==> src/mps_pkg.sv <==
package mps_pkg;
	localparam int unsigned CLK_HZ = 200000000;
	// time tick of 0.1 s derived from the system clock
	localparam int unsigned TICK_MS = 100;
	localparam int unsigned TICK_CYCLES = CLK_HZ / 1000 * TICK_MS;
	localparam logic [9:0] TIMEOUT_MIN = 10'h01e;
	localparam logic [9:0] TIMEOUT_MAX = 10'h258;
	localparam logic [9:0] TIMEOUT_DEFAULT = 10'h032;
	localparam int unsigned ALARM_S = 3;
	localparam logic [9:0] ALARM_TICKS = 10'h01e;
	localparam logic [2:0] TOP_DEFAULT = 3'h7;
	localparam logic [2:0] POS_NONE = 3'h0;
	localparam logic [2:0] POS_FIRST = 3'h1;
	localparam logic [1:0] PWRUP_CYCLES = 2'h2;
	localparam logic EVENTS_DEFAULT = 1'b0;

	typedef enum logic [1:0] {
		MPS_PU_RESTORE = 2'b00,
		MPS_PU_SYNC = 2'b01,
		MPS_PU_SYNC_RESTORE = 2'b10
	} mps_pwrup_t;

	typedef enum logic [1:0] {
		MPS_IDLE = 2'b00,
		MPS_STEP = 2'b01,
		MPS_WORD = 2'b10,
		MPS_PWRUP = 2'b11
	} mps_state_t;

	typedef enum logic [3:0] {
		MPS_EV_NONE = 4'h0,
		MPS_EV_POS = 4'h1,
		MPS_EV_STP_ALARM = 4'h8,
		MPS_EV_BIT_ALARM = 4'h9
	} mps_ev_code_t;

	typedef struct packed {
		mps_ev_code_t code;
		logic [2:0] pos;
	} mps_event_t;
endpackage : mps_pkg

==> src/mps_selector.sv <==
// Contract
// - stepping time-out mode applies after inactivity
// - stepping confirm missed: discard, alarm 3s
// - stepping confirm edge applies; only confirm mode
// - word decoded binary, bit2 most significant
// - zero word is rest, no action
// - word time-out mode applies after stability
// - word confirm mode applies on confirm edge
// - stepping and word paths lock each other
// - word confirm missed: reject, alarm 3s
// - separate confirms; word window from word activity
// - restore: reload, out of range gives 0+alarm
// - sync: hold 0, alarm two cycles, adopt word
// - sync with zero/bad word: 0 and alarm
// - sync-restore: failed sync reloads stored position
// - log position changes and unconfirmed preselections
// - power-up modes three, restore default; events off
// - step edge advances, wraps top to 1
// - stepping activity restarts time-out
// - word out of range: no change, alarm 3s
// - time-out 3.0 to 60.0 s, 0.1 s steps
`timescale 1ns/1ps
module mps_selector
	import mps_pkg::*;
#(
	parameter int unsigned TICK_LEN = TICK_CYCLES
) (
	input wire logic mclk,
	input wire logic reset,
	input wire logic enable,
	input wire logic [2:0] fullRange,
	input wire logic [9:0] timeoutTenths,
	input wire logic stepConfirmMode,
	input wire logic wordConfirmMode,
	input wire logic [1:0] powerupMode,
	input wire logic eventsEnable,
	input wire logic powerCycle,
	input wire logic [2:0] storedPosition,
	input wire logic stepInput,
	input wire logic stepConfirmInput,
	input wire logic word_bit0,
	input wire logic word_bit1,
	input wire logic word_bit2,
	input wire logic word_confirm_input,
	output logic [6:0] positionOut,
	output logic [2:0] appliedPosition_q,
	output logic saveStrobe_q,
	output logic stepping_confirm_alarm,
	output logic word_confirm_alarm,
	output logic range_alarm,
	output logic powerup_position_alarm,
	output logic eventValid_q,
	output mps_event_t eventData_q
);
	logic [3:0] rawIn;
	logic [3:0] syncIn;
	logic [3:0] prevIn_q;
	logic [2:0] wordNow;
	logic stepRise;
	logic stepAckRise;
	logic wordAckRise;
	logic wordChange;
	logic pwrCycRise;
	logic [2:0] top;
	logic [9:0] timeoutEff;
	logic [31:0] tickCnt_q;
	logic tick_q;
	logic [9:0] toCnt_q;
	logic toExpire;
	mps_state_t state_q;
	logic [2:0] presel_q;
	logic [1:0] pwrCnt_q;
	logic pwrHold_q;
	logic stpAlarmTrig;
	logic bitAlarmTrig;
	logic rngAlarmTrig;
	logic applyNow;
	logic [2:0] applyPos;
	logic pwrAlarmSet;
	logic pwrAlarmClr;
	logic [1:0] puMode;
	logic stpAlarmOut;
	logic bitAlarmOut;
	logic rngAlarmOut;

	assign rawIn = {powerCycle, word_confirm_input, stepConfirmInput, stepInput};
	mps_sync #(.W(4)) ctrlSync (
		.mclk(mclk),
		.reset(reset),
		.din(rawIn),
		.dout(syncIn)
	);
	mps_sync #(.W(3)) wordSync (
		.mclk(mclk),
		.reset(reset),
		.din({word_bit2, word_bit1, word_bit0}),
		.dout(wordNow)
	);

	logic [2:0] wordPrev_q;
	always_ff @(posedge mclk or posedge reset) begin
		if (reset) begin
			prevIn_q <= '0;
			wordPrev_q <= '0;
		end else begin
			prevIn_q <= syncIn;
			wordPrev_q <= wordNow;
		end
	end
	assign stepRise = syncIn[0] & ~prevIn_q[0];
	assign stepAckRise = syncIn[1] & ~prevIn_q[1];
	assign wordAckRise = syncIn[2] & ~prevIn_q[2];
	assign pwrCycRise = syncIn[3] & ~prevIn_q[3];
	assign wordChange = wordNow != wordPrev_q;

	// out-of-range settings fall back to documented limits
	assign top = (fullRange == POS_NONE) ? TOP_DEFAULT : fullRange;
	assign timeoutEff = (timeoutTenths < TIMEOUT_MIN) ? TIMEOUT_MIN :
		(timeoutTenths > TIMEOUT_MAX) ? TIMEOUT_MAX : timeoutTenths;
	assign puMode = (powerupMode == MPS_PU_SYNC || powerupMode == MPS_PU_SYNC_RESTORE) ?
		powerupMode : MPS_PU_RESTORE;

	always_ff @(posedge mclk or posedge reset) begin
		if (reset) begin
			tickCnt_q <= '0;
			tick_q <= 1'b0;
		end else if (tickCnt_q == TICK_LEN - 1) begin
			tickCnt_q <= '0;
			tick_q <= 1'b1;
		end else begin
			tickCnt_q <= tickCnt_q + 32'h1;
			tick_q <= 1'b0;
		end
	end

	// activity on the owning path reloads the window
	logic restartTo;
	assign restartTo = (state_q == MPS_STEP && stepRise) || (state_q == MPS_WORD && wordChange) ||
		(state_q == MPS_IDLE && (stepRise || (wordChange && wordNow != POS_NONE)));
	always_ff @(posedge mclk or posedge reset) begin
		if (reset) begin
			toCnt_q <= '0;
		end else if (restartTo) begin
			toCnt_q <= timeoutEff;
		end else if (tick_q && toCnt_q != '0) begin
			toCnt_q <= toCnt_q - 10'h001;
		end
	end
	assign toExpire = tick_q && toCnt_q == 10'h001 && !restartTo;

	// main sequencer
	always_ff @(posedge mclk or posedge reset) begin
		if (reset) begin
			state_q <= MPS_PWRUP;
			presel_q <= POS_NONE;
			pwrCnt_q <= '0;
		end else if (!enable) begin
			state_q <= MPS_IDLE;
			presel_q <= POS_NONE;
		end else begin
			case (state_q)
				MPS_PWRUP: begin
					if (puMode == MPS_PU_RESTORE) begin
						state_q <= MPS_IDLE;
					end else if (pwrCycRise) begin
						pwrCnt_q <= pwrCnt_q + 2'h1;
						if (pwrCnt_q + 2'h1 >= PWRUP_CYCLES) begin
							state_q <= MPS_IDLE;
						end
					end
				end
				MPS_IDLE: begin
					if (stepRise) begin
						state_q <= MPS_STEP;
						presel_q <= (appliedPosition_q >= top) ? POS_FIRST : appliedPosition_q + 3'h1;
					end else if (wordChange && wordNow != POS_NONE) begin
						state_q <= MPS_WORD;
						presel_q <= wordNow;
					end
				end
				MPS_STEP: begin
					if (stepRise) begin
						presel_q <= (presel_q >= top) ? POS_FIRST : presel_q + 3'h1;
					end else if (stepConfirmMode && stepAckRise) begin
						state_q <= MPS_IDLE;
					end else if (toExpire) begin
						state_q <= MPS_IDLE;
					end
				end
				MPS_WORD: begin
					if (wordChange) begin
						// a rest code mid-sequence keeps the pending choice
						if (wordNow != POS_NONE) begin
							presel_q <= wordNow;
						end
					end else if (wordConfirmMode && wordAckRise) begin
						state_q <= MPS_IDLE;
					end else if (toExpire) begin
						state_q <= MPS_IDLE;
					end
				end
				default: state_q <= MPS_IDLE;
			endcase
		end
	end

	// decide application and alarms
	always_comb begin
		applyNow = 1'b0;
		applyPos = presel_q;
		stpAlarmTrig = 1'b0;
		bitAlarmTrig = 1'b0;
		rngAlarmTrig = 1'b0;
		pwrAlarmSet = 1'b0;
		pwrAlarmClr = 1'b0;
		if (enable) begin
			case (state_q)
				MPS_PWRUP: begin
					if (puMode == MPS_PU_RESTORE) begin
						applyNow = 1'b1;
						if (storedPosition == POS_NONE || storedPosition > top) begin
							applyPos = POS_NONE;
							pwrAlarmSet = 1'b1;
						end else begin
							applyPos = storedPosition;
						end
					end else if (pwrCycRise && pwrCnt_q + 2'h1 >= PWRUP_CYCLES) begin
						applyNow = 1'b1;
						if (wordNow != POS_NONE && wordNow <= top) begin
							applyPos = wordNow;
							pwrAlarmClr = 1'b1;
						end else if (puMode == MPS_PU_SYNC_RESTORE && storedPosition != POS_NONE &&
							storedPosition <= top) begin
							applyPos = storedPosition;
							pwrAlarmClr = 1'b1;
						end else begin
							applyPos = POS_NONE;
						end
					end else begin
						applyNow = 1'b1;
						applyPos = POS_NONE;
						pwrAlarmSet = 1'b1;
					end
				end
				MPS_STEP: begin
					if (!stepRise && stepConfirmMode && stepAckRise) begin
						applyNow = 1'b1;
					end else if (!stepRise && toExpire) begin
						applyNow = !stepConfirmMode;
						stpAlarmTrig = stepConfirmMode;
					end
				end
				MPS_WORD: begin
					if (!wordChange && ((wordConfirmMode && wordAckRise) || (toExpire && !wordConfirmMode))) begin
						if (presel_q > top) begin
							rngAlarmTrig = 1'b1;
						end else begin
							applyNow = 1'b1;
						end
					end else if (!wordChange && toExpire) begin
						bitAlarmTrig = 1'b1;
					end
				end
				default: applyNow = 1'b0;
			endcase
		end
	end

	always_ff @(posedge mclk or posedge reset) begin
		if (reset) begin
			appliedPosition_q <= POS_NONE;
			saveStrobe_q <= 1'b0;
			positionOut <= '0;
		end else begin
			saveStrobe_q <= 1'b0;
			if (applyNow) begin
				appliedPosition_q <= applyPos;
				saveStrobe_q <= applyPos != POS_NONE;
				// one-hot decode, position 0 drives nothing
				positionOut <= (applyPos == POS_NONE) ? 7'h00 : 7'(7'h01 << (applyPos - 3'h1));
			end
		end
	end

	always_ff @(posedge mclk or posedge reset) begin
		if (reset) begin
			powerup_position_alarm <= 1'b0;
		end else if (pwrAlarmSet || (applyNow && state_q == MPS_PWRUP && applyPos == POS_NONE)) begin
			powerup_position_alarm <= 1'b1;
		end else if (pwrAlarmClr || (applyNow && state_q != MPS_PWRUP)) begin
			powerup_position_alarm <= 1'b0;
		end
	end

	mps_alarm_timer stpTimer (
		.mclk(mclk),
		.reset(reset),
		.tick(tick_q),
		.trigger(stpAlarmTrig),
		.alarm(stpAlarmOut)
	);
	mps_alarm_timer bitTimer (
		.mclk(mclk),
		.reset(reset),
		.tick(tick_q),
		.trigger(bitAlarmTrig),
		.alarm(bitAlarmOut)
	);
	mps_alarm_timer rngTimer (
		.mclk(mclk),
		.reset(reset),
		.tick(tick_q),
		.trigger(rngAlarmTrig),
		.alarm(rngAlarmOut)
	);
	assign stepping_confirm_alarm = stpAlarmOut;
	assign word_confirm_alarm = bitAlarmOut;
	assign range_alarm = rngAlarmOut;

	// event log: position changes and missed confirmations
	always_ff @(posedge mclk or posedge reset) begin
		if (reset) begin
			eventValid_q <= 1'b0;
			eventData_q <= '0;
		end else begin
			eventValid_q <= 1'b0;
			if (eventsEnable) begin
				if (applyNow && applyPos != POS_NONE && applyPos != appliedPosition_q) begin
					eventValid_q <= 1'b1;
					eventData_q <= '{code: MPS_EV_POS, pos: applyPos};
				end else if (stpAlarmTrig) begin
					eventValid_q <= 1'b1;
					eventData_q <= '{code: MPS_EV_STP_ALARM, pos: presel_q};
				end else if (bitAlarmTrig) begin
					eventValid_q <= 1'b1;
					eventData_q <= '{code: MPS_EV_BIT_ALARM, pos: presel_q};
				end
			end
		end
	end
endmodule : mps_selector

==> src/mps_sync.sv <==
`timescale 1ns/1ps
module mps_sync #(
	parameter int W = 1
) (
	input wire logic mclk,
	input wire logic reset,
	input wire logic [W-1:0] din,
	output logic [W-1:0] dout
);
	logic [W-1:0] meta_q;
	always_ff @(posedge mclk or posedge reset) begin
		if (reset) begin
			meta_q <= '0;
			dout <= '0;
		end else begin
			meta_q <= din;
			dout <= meta_q;
		end
	end
endmodule : mps_sync

==> src/mps_alarm_timer.sv <==
`timescale 1ns/1ps
module mps_alarm_timer
	import mps_pkg::*;
(
	input wire logic mclk,
	input wire logic reset,
	input wire logic tick,
	input wire logic trigger,
	output logic alarm
);
	logic [9:0] cnt_q;
	// retrigger restarts the full hold time
	always_ff @(posedge mclk or posedge reset) begin
		if (reset) begin
			cnt_q <= '0;
			alarm <= 1'b0;
		end else begin
			if (trigger) begin
				cnt_q <= ALARM_TICKS;
				alarm <= 1'b1;
			end else if (tick && cnt_q != '0) begin
				cnt_q <= cnt_q - 10'h001;
				alarm <= (cnt_q != 10'h001);
			end
		end
	end
endmodule : mps_alarm_timer

==> config.mk <==
export PLATFORM = sky130hd
export DESIGN_NAME = mps_selector
export DESIGN_NICKNAME = d
export VERILOG_FILES = /design/src/mps_pkg.sv /design/src/mps_selector.sv /design/src/mps_sync.sv /design/src/mps_alarm_timer.sv
export SDC_FILE = /design/constraint.sdc
export NUM_CORES = 1
export LEC_CHECK = 0
export ABC_AREA = 1
export BUFFER_PORTS_ARGS = -buffer_cell sky130_fd_sc_hd__buf_4
export CORE_UTILIZATION = 30
export CTS_CLUSTER_DIAMETER = 60
export DETAILED_ROUTE_END_ITERATION = 10
export PLACE_DENSITY = 0.45
export SYNTH_ARGS = -nofsm -noshare
export SYNTH_HDL_FRONTEND = slang
export SYNTH_SLANG_ARGS = --single-unit
export TNS_END_PERCENT = 30
==> constraint.sdc <==
create_clock -name mclk -period 3.7 [get_ports mclk]
set_clock_uncertainty 0.2 [all_clocks]
set_input_delay 0.185 -clock mclk [delete_from_list [all_inputs] [get_ports mclk]]
set_output_delay 0.185 -clock mclk [all_outputs]
set_load 0.02 [all_outputs]
==> results of run 1 <==
[worst max path at each step]
stage / from / endpoint / slack (ns)
finish: state_q[0]$_DFFE_PP1P_ / eventData_q[0]$_DFFE_PP0P_ / 0.97
global route: state_q[0]$_DFFE_PP1P_ / stpTimer.cnt_q[7]$_DFFE_PP0P_ / 0.71
CTS: state_q[1]$_DFFE_PP1P_ / bitTimer.cnt_q[1]$_DFFE_PP0P_ / 0.91
detailed placement: fullRange[0] / eventData_q[0]$_DFFE_PP0P_ / 0.79
global placement: fullRange[0] / eventData_q[1]$_DFFE_PP0P_ / 0.88
floorplan: reset / appliedPosition_q[0]$_DFFE_PP0N_ / 0.08
[report_power, final]
| part | switching (mW) | internal, mW | total (mW) |
|---|---|---|---|
| clock network | 0.638 | 0.940 | 1.58 |
| logic | 0.746 | 0.448 | 1.19 |
| registers | 0.148 | 1.49 | 1.64 |
| total | 1.53 | 2.88 | 4.41 |
[flip-flops by register name (all words and copies together) (netlist names), 4 cells and up]
name	count
prevIn_q	4
positionOut	7
rngTimer.cnt_q	10
tickCnt_q	32
bitTimer.cnt_q	10
stpTimer.cnt_q	10
ctrlSync.meta_q	4
ctrlSync.dout	4
eventData_q	5
toCnt_q	10
[area by class of cell]
| class | instances | share of cell area |
|---|---|---|
| Clock buffer | 18 | 0.0512 |
| Clock inverter | 14 | 0.0142 |
| Inverter | 149 | 0.0663 |
| Multi-Input combinational cell | 601 | 0.395 |
| Sequential cell | 122 | 0.356 |
| Tap cell | 313 | 0.0457 |
| Timing Repair Buffer | 73 | 0.0715 |
[tightest hold or removal path, cell delays in order]
cell and delay [ns]:
buf_4 0.12, o21bai_4 0.09, nand3_2 0.15, nand2_1 0.06
[per-stage QoR]
stage / instance area, um^2 / util / total power, mW / std cells
after floorplan: 7030 / - / 2.48 / 876
after global placement: 7800 / 0.342 / 2.86 / 1237
after detailed placement: 7800 / 0.342 / 2.85 / 1237
after CTS: 8570 / 0.376 / 4.48 / 1290
after global routing: 8570 / 0.376 / 4.72 / 1290
final: 8570 / 0.376 / 4.41 / 1290
[kinds of logic (layout without fill, tap and decap cells)]
logic type	Yosys count	after routing	share of synthesized area
XOR/XNOR	36	36	0.0449
other	1	2	0.000534
adder cells (fa/ha/maj)	26	26	0.0463
AND/OR/NAND/NOR	421	421	0.285
flip-flops	122	122	0.435
AO/OA/AOI/OAI	116	116	0.105
buffers and inverters	153	254	0.0837
[repair_timing]
item,CTS,global route
hold buffers,21,0
endpoints found under the hold margin,81,0
buffers inserted,0,0
[Yosys cell counts, drive strengths merged, types with 2 or more instances]
library cell,n
a21oi,32
o22ai,3
a32oi,2
a22oi,3
nor4,11
a211o,2
o21bai,2
a211oi,2
dfstp,2
a32o,2
a31oi,3
xor2,21
a21boi,3
xnor2,15
o211ai,7
buf,2
nor2,105
nand3,66
nand4,23
o21ai,45
or2,6
ha,26
o31ai,5
nand2,171
clkinv,3
clkbuf,2
nor3,30
nand3b,4
inv,146
nor3b,3
dfrtp,120
[per-layer routing]
| metal | share of wire | vias up | wire length (um) | global-route usage |
|---|---|---|---|---|
| met2 | 0.46 | 81 | 7480 | 0.234 |
| met5 | 0 | - | 0 | 0 |
| li1 | - | 3048 | - | - |
| met4 | 0.012 | 0 | 194 | 0.0486 |
| met1 | 0.50 | 2735 | 8250 | 0.202 |
| met3 | 0.030 | 15 | 498 | 0.0318 |
==> impl_metrics.toml, run 1 <==
[status]
status = "finished, final reports clean"

[layout]
nNetsFinal = 1021
final_cell_mix = "159 x nand2_1, 139 x inv_1, 120 x dfrtp_1"
drive_gt1_frac = 0.146
seqCellArea_um2 = 3060
syn2layout_area_growth_pct = 22.1
fillCellCount = 2385
multi_input_area_um2 = 3380
final_common_cell = "nand2_1"
antenna_cells = 0

[critical_path]
cp_slowest_stage_delay_ns = 0.57
crit_path_frequent_cell = "nand2_2"
cp_top_family = "simple AND/OR/NAND/NOR gates"
r2r-start = "state_q[0]$_DFFE_PP1P_"
cp.arrival_ns = 2.83
path_cells = "inv_1 > ha_1 > a22oi_2 > nand3_4 > nand2_1 > nand3_1 > nand3_2 > nand2_2 > clkinv_2 > nand2_2 > clkinv_4 > nand2_4 > nand2_2 > nand2_2 > nand2_1 > nand2_1"
critical_path.max_fanout = 14
rrSetupSlack_ns = 0.97
reg2reg_to = "eventData_q[0]$_DFFE_PP0P_"
crit_path_end_kind = "flip-flop"
worstSetupPathType = "reg -> reg"
cp_num_cells = 16
worstPathRequired_ns = 3.80
crit_buf_inv = 3
ff2ff_path_depth = 16
cp_slowest_cell = "dfstp_2"
start_kind = "flip-flop"

[timing]
layout_setup_ws_ns = 0.968
tightest_slew_ns = 0.746
finalSetupViolations = 0
post-route-period-util = 0.738
drv_slew = 0
rsz0062_at_grt = "no"
tns_ns = 0
timing_hold_violations_final = 0
fmax_mhz = 366
min_period_ns = 2.73
maxSlewHeadroom = 0.503
hold_slack_ns = 0.0420

[synthesis]
async_flop_share = 1.00
synth_area_leader_cell = "dfrtp_1"
synth_edf_count = 0
syn_inst = 875
synth.avg_cell_area_um2 = 8.03
ys_ff_latch = 122
synth_flop_cell = "dfrtp_1"
synth_area_leaders = "dfrtp_1 43%, nand2_1 8.5%, inv_1 7.5%"
syn_area_um2 = 7020
ys_types = 61
yosysTopAreaCellShare = 0.428
synth_warnings = 0
seq_area_frac_synth = 0.435

[clocking]
cts.sinks = 122
cts_tree = "yes"
post_cts_resized = 0
clockBufferDepth = 2
root_buffer = "clkbuf_16"
insertion_delay_ns = 0.42
clkTransAtPathRegs_ns = 0.06
numCtsBuffers = 17
h-tree-depth = 4

[floorplan]
io-pin-count = 54
coreArea_um2 = 22800
die_x_um = 155
start_util = 0.308
row_count = 55
die-area_um2 = 24000
fp.dieH_um = 155

[drt]
first_pass_iters = 6
drc = 0
drt-total-wl_mm = 16.4
avgRoutedWirePerCell_um = 12.7
drt_iter0_markers = 269
vias = 5879
ant_nets = 0
viasPerCell = 4.56

[placement]
gp_congestion = 0.779
pre_cts_ws_ns = 0.786
hpwl_mm = 12.2
numPortBuffers = 51

[power]
ir_drop_v = 0.000191
cellLeakagePower_nw = 4.05
power_density_nw_per_um2 = 515

[worst_hold_path]
holdCritPathClass = "in -> reg"
hp-start = "wordConfirmMode"
min_to = "rngTimer.alarm$_DFFE_PP0P_"
holdPathStages = 4

[job]
drv_cap = 0

[global_routing]
grt_pass1_vias = 5846
overflow = 0
grt_pass1_wl_mm = 28.6
track_usage = 0.149
grt_max_degree = 65
antenna_found_initial = 0
Power figures use the tool's default switching activity.
==> run 2, diff against run 1 <==
Settings changed: PLACE_DENSITY 0.45 to 0.44.
Clock period 3.7 ns to 2.7 ns, I/O delays scaled along.
==> impl_metrics.toml, run 2 (synthesized netlist as in run 1, its figures left out) <==
[floorplan]
die-area_um2 = 24000
die_x_um = 155
row_count = 55
io-pin-count = 54
coreArea_um2 = 22800
fp.dieH_um = 155
start_util = 0.308

[drt]
ant_nets = 0
wl_met1_mm = 8.50
dr_wl_met2_mm = 7.79
top_layer = "met4"
drc = 0
avgRoutedWirePerCell_um = 12.6
wl_met3_um = 406
drt-total-wl_mm = 16.8
viasPerCell = 4.49
vias = 5978
drt_iter0_markers = 281
first_pass_iters = 5

[clocking]
clkTransAtPathRegs_ns = 0.06
root_buffer = "clkbuf_16"
h-tree-depth = 4
insertion_delay_ns = 0.41
clockBufferDepth = 2
cts_tree = "yes"
numCtsBuffers = 17
cts.sinks = 122

[critical_path]
start_kind = "flip-flop"
path_cells = "inv_1 > ha_1 > a22oi_2 > buf_4 > nand2_2 > buf_4 > nand3_1 > dlygate4sd3_1 > a21oi_1"
r2r-start = "state_q[0]$_DFFE_PP1P_"
reg2reg_to = "toCnt_q[8]$_DFFE_PP0P_"
worstPathRequired_ns = 2.79
cp.arrival_ns = 2.63
critical_path.max_fanout = 9
worstSetupPathType = "reg -> reg"
cp_slowest_cell = "dfstp_2"
ff2ff_path_depth = 9
cp_slowest_stage_delay_ns = 0.57
rrSetupSlack_ns = 0.16
crit_path_frequent_cell = "buf_4"
crit_path_end_kind = "flip-flop"

[timing]
maxSlewHeadroom = 0.579
finalSetupViolations = 0
rsz0062_at_grt = "yes"
fmax_mhz = 394
timing_hold_violations_final = 0
tightest_slew_ns = 0.630
min_period_ns = 2.54
post-route-period-util = 0.940
drv_slew = 0
tns_ns = 0

[power]
combPwrFrac = 0.295
p_seq_frac = 0.362
cellLeakagePower_nw = 4.28
internal-power_mw = 4.12
power_density_nw_per_um2 = 694
switching_share = 0.336
p_clk_frac = 0.343
p_sw_mw = 2.09
ir_drop_v = 0.000303
finalPower_mw = 6.20

[worst_hold_path]
holdPathStages = 4
holdCritPathClass = "in -> reg"
min_to = "stpTimer.cnt_q[5]$_DFFE_PP0P_"
hp-start = "stepConfirmMode"

[layout]
drive_gt1_frac = 0.190
antenna_cells = 0
syn2layout_area_growth_pct = 27.2
regMostFlops = "tickCnt_q"
final_common_cell = "nand2_1"
largest_register_ffs = 32
nNetsFinal = 1061
final_cell_mix = "156 x nand2_1, 139 x inv_1, 116 x dfrtp_1"

[global_routing]
grt_max_degree = 65
grt_pass1_vias = 5747
overflow = 0
grt_pass1_wl_mm = 28.2
antenna_found_initial = 0
track_usage = 0.147

[placement]
gp_congestion = 0.811
numPortBuffers = 51
hpwl_mm = 12.6

[status]
status = "finished, final reports clean"

[job]
drv_cap = 0
## run 2: changes by cell type in the layout (fill, tap and decap cells not counted), sizes merged
| cell | previous run | this run |
|---|---|---|
| clkinv | 7 | 9 |
| clkinvlp | 6 | 2 |
| inv | 149 | 145 |
| clkbuf | 18 | 24 |
| buf | 52 | 92 |
## run 2: metal layers
layer / vias to the layer above / track usage
met1: 2776 / 0.200
met2: 77 / 0.238
met3: 8 / 0.0309
met5: - / 0
li1: 3117 / -
met4: 0 / 0.0396
## run 2: power groups by stage
stage          clock (mW)  combinational [mW]  sequential [mW]
2_1_floorplan           0                1.08             2.32
3_3_place_gp            0                1.73             2.28
3_5_place_dp            0                1.74             2.27
4_1_cts              2.20                1.77             2.24
5_1_grt              2.27                2.06             2.28
6_report             2.13                1.83             2.25
## run 2: critical path: cells and delay by family, from the launching register on
family | cells | cell delay [ns]
buffers and inverters | 4 | 0.98
adder cells (fa/ha/maj) | 1 | 0.23
AND/OR/NAND/NOR | 2 | 0.12
AO/OA/AOI/OAI | 2 | 0.32
flip-flops | 1 | 0.57
## run 2: repair_timing
action / CTS / global route
resized for setup: 0 / 19
endpoints found under the setup margin: 0 / 15
setup buffers: 0 / 7
hold buffers: 21 / 0
endpoints found under the hold margin: 49 / 0
## run 2: worst max-delay path by stage
stage                                from                         end  slack, ns  cells past startpoint
2_1_floorplan      state_q[0]$_DFFE_PP1P_  eventData_q[2]$_DFFE_PP0P_       0.34                     16
4_1_cts        wordSync.dout[2]$_DFF_PP0_  eventData_q[2]$_DFFE_PP0P_       0.07                     17
5_1_grt            tickCnt_q[0]$_DFF_PP0_     tickCnt_q[26]$_DFF_PP0_       -0.1                     20
3_3_place_gp                 fullRange[0]  eventData_q[1]$_DFFE_PP0P_      -0.07                     20
6_report           state_q[0]$_DFFE_PP1P_      toCnt_q[8]$_DFFE_PP0P_       0.16                      9
3_5_place_dp                 fullRange[0]  eventData_q[6]$_DFFE_PP0P_      -0.13                     20
## run 2: through the flow
step / hold WS, ns / worst slack, ns / utilization / instance area (um^2) / std cells
finish: 0.0150 / 0.163 / 0.392 / 8940 / 1330
CTS: 0.00934 / 0.0721 / 0.386 / 8800 / 1323
global placement: 0.0449 / -0.0712 / 0.353 / 8050 / 1270
detailed placement: 0.0456 / -0.129 / 0.353 / 8050 / 1270
global route: 0.0603 / -0.0998 / 0.392 / 8940 / 1330
floorplan: -0.0336 / 0.343 / - / 7030 / 876
## run 2: final cells by class
class,count,area [um^2]
tap,313,392
timing repair buffer,113,913
clock buffer,24,472
inverter,149,569
fill,2339,13800
multi-input combinational,601,3460
sequential,122,3060
clock inverter,8,71.3
==> run 3, diff against run 2 <==
Settings changed: CORE_ASPECT_RATIO set to 0.7.
==> impl_metrics.toml, run 3 (synthesized netlist as in run 1, its figures left out) <==
[status]
status = "finished, final reports clean"

[drt]
drt-total-wl_mm = 17.1
drc = 0
first_pass_iters = 5
drt_iter0_markers = 376
viasPerCell = 4.47
ant_nets = 0
avgRoutedWirePerCell_um = 12.9
vias = 5941

[timing]
min_period_ns = 2.51
layout_setup_ws_ns = 0.187
finalSetupViolations = 0
tns_ns = 0
fmax_mhz = 398
tightest_slew_ns = 0.627
rsz0062_at_grt = "yes"
post-route-period-util = 0.931
timing_hold_violations_final = 0
drv_slew = 0
maxSlewHeadroom = 0.576

[placement]
place_inst = 1262
gp_congestion = 0.816
hpwl_mm = 13.1
pre_cts_ws_ns = 0.0456
numPortBuffers = 51

[power]
ir_drop_v = 0.000477
switching_share = 0.326
p_sw_mw = 2.15
internal-power_mw = 4.44
p_clk_frac = 0.370
p_seq_frac = 0.341
combPwrFrac = 0.289
cellLeakagePower_nw = 4.34
power_density_nw_per_um2 = 727

[layout]
fillCellCount = 2378
final_common_cell = "nand2_1"
largest_register_ffs = 32
antenna_cells = 0
drive_gt1_frac = 0.200
final_cell_mix = "153 x nand2_1, 138 x inv_1, 117 x dfrtp_1"
syn2layout_area_growth_pct = 29.2
layout.cells.non_filler = 1328
regMostFlops = "tickCnt_q"
nNetsFinal = 1060

[floorplan]
die_x_um = 185
row_count = 46
io-pin-count = 54
coreArea_um2 = 22800
fp.dieH_um = 130
start_util = 0.308
die-area_um2 = 24000

[clocking]
h-tree-depth = 4
cts_tree = "yes"
insertion_delay_ns = 0.41
root_buffer = "clkbuf_16"
numCtsBuffers = 17
clockBufferDepth = 2
cts.sinks = 122
clkTransAtPathRegs_ns = 0.06

[critical_path]
worstPathRequired_ns = 2.85
start_kind = "flip-flop"
critical_path.max_fanout = 7
crit_path_end_kind = "flip-flop"
cp.arrival_ns = 2.66
worstSetupPathType = "reg -> reg"

[global_routing]
track_usage = 0.152
grt_pass1_wl_mm = 28.6
grt_max_degree = 54
grt_pass1_vias = 5519
overflow = 0
antenna_found_initial = 0

[job]
drv_cap = 0

[worst_hold_path]
holdCritPathClass = "in -> reg"
-- run 3: area by class of cell --
type / instances / area [um^2] / area share
Clock buffer: 22 / 474 / 0.0523
Clock inverter: 10 / 165 / 0.0182
Inverter: 149 / 569 / 0.0627
Multi-Input combinational cell: 601 / 3500 / 0.385
Sequential cell: 122 / 3060 / 0.337
Tap cell: 312 / 390 / 0.0430
Timing Repair Buffer: 112 / 918 / 0.101
-- run 3: routing by layer --
layer,global-route usage,share of wire,vias up
met1,0.247,0.58,2693
met5,0,0,-
li1,-,-,3128
met3,0.0329,0.044,9
met4,0.0481,0.0076,0
met2,0.192,0.36,111
-- run 3: final timing paths --
path                       cells after the start  slack, ns                             to                          from
setup / recovery                              16       0.19     eventData_q[1]$_DFFE_PP0P_        toCnt_q[5]$_DFFE_PP0P_
hold / removal                                 4       0.02  stpTimer.cnt_q[5]$_DFFE_PP0P_               stepConfirmMode
setup reg to reg                              16       0.19     eventData_q[1]$_DFFE_PP0P_        toCnt_q[5]$_DFFE_PP0P_
hold reg to reg                                0       0.14     ctrlSync.dout[2]$_DFF_PP0_  ctrlSync.meta_q[2]$_DFF_PP0_
max in group asynchronous                      4       1.47         state_q[0]$_DFFE_PP1P_                         reset
min in group asynchronous                      3       0.14        tickCnt_q[13]$_DFF_PP0_                         reset
-- run 3: what timing repair did --
| action | 4_1_cts | 5_1_grt |
|---|---|---|
| resized for setup | 0 | 29 |
| endpoints found under the hold margin | 48 | 0 |
| hold buffers | 21 | 0 |
| setup endpoints to repair | 0 | 17 |
| buffers inserted | 0 | 13 |
-- run 3: power by group through the flow --
stage	combinational, mW	clock (mW)	sequential (mW)
floorplan	1.08	0	2.32
finish	1.90	2.44	2.25
global route	2.14	2.60	2.28
CTS	1.81	2.52	2.25
global placement	1.79	0	2.28
detailed placement	1.78	0	2.28
-- run 3: critical path, stage by stage (launching register included) --
cell	delay, ns
dfrtp_1	0.41
or2_4	0.27
nor3_4	0.20
nand4_1	0.13
nor2_2	0.17
nand3_4	0.13
nand2_2	0.08
nand3_1	0.08
nand3_2	0.11
nand2_4	0.08
clkinv_2	0.07
nand2_2	0.06
clkinv_4	0.06
nand2_4	0.08
a21oi_4	0.16
nand2_1	0.09
nand2_1	0.06
-- run 3: metrics by stage --
stage	util	total power [mW]	hold slack, ns	cell area [um^2]
after CTS	0.389	6.58	0.00365	8860
after global placement	0.351	4.08	0.0446	8010
after global routing	0.398	7.02	0.0323	9070
after detailed placement	0.351	4.05	0.0427	8010
after floorplan	-	3.39	-0.0336	7030
final	0.398	6.59	0.0191	9070
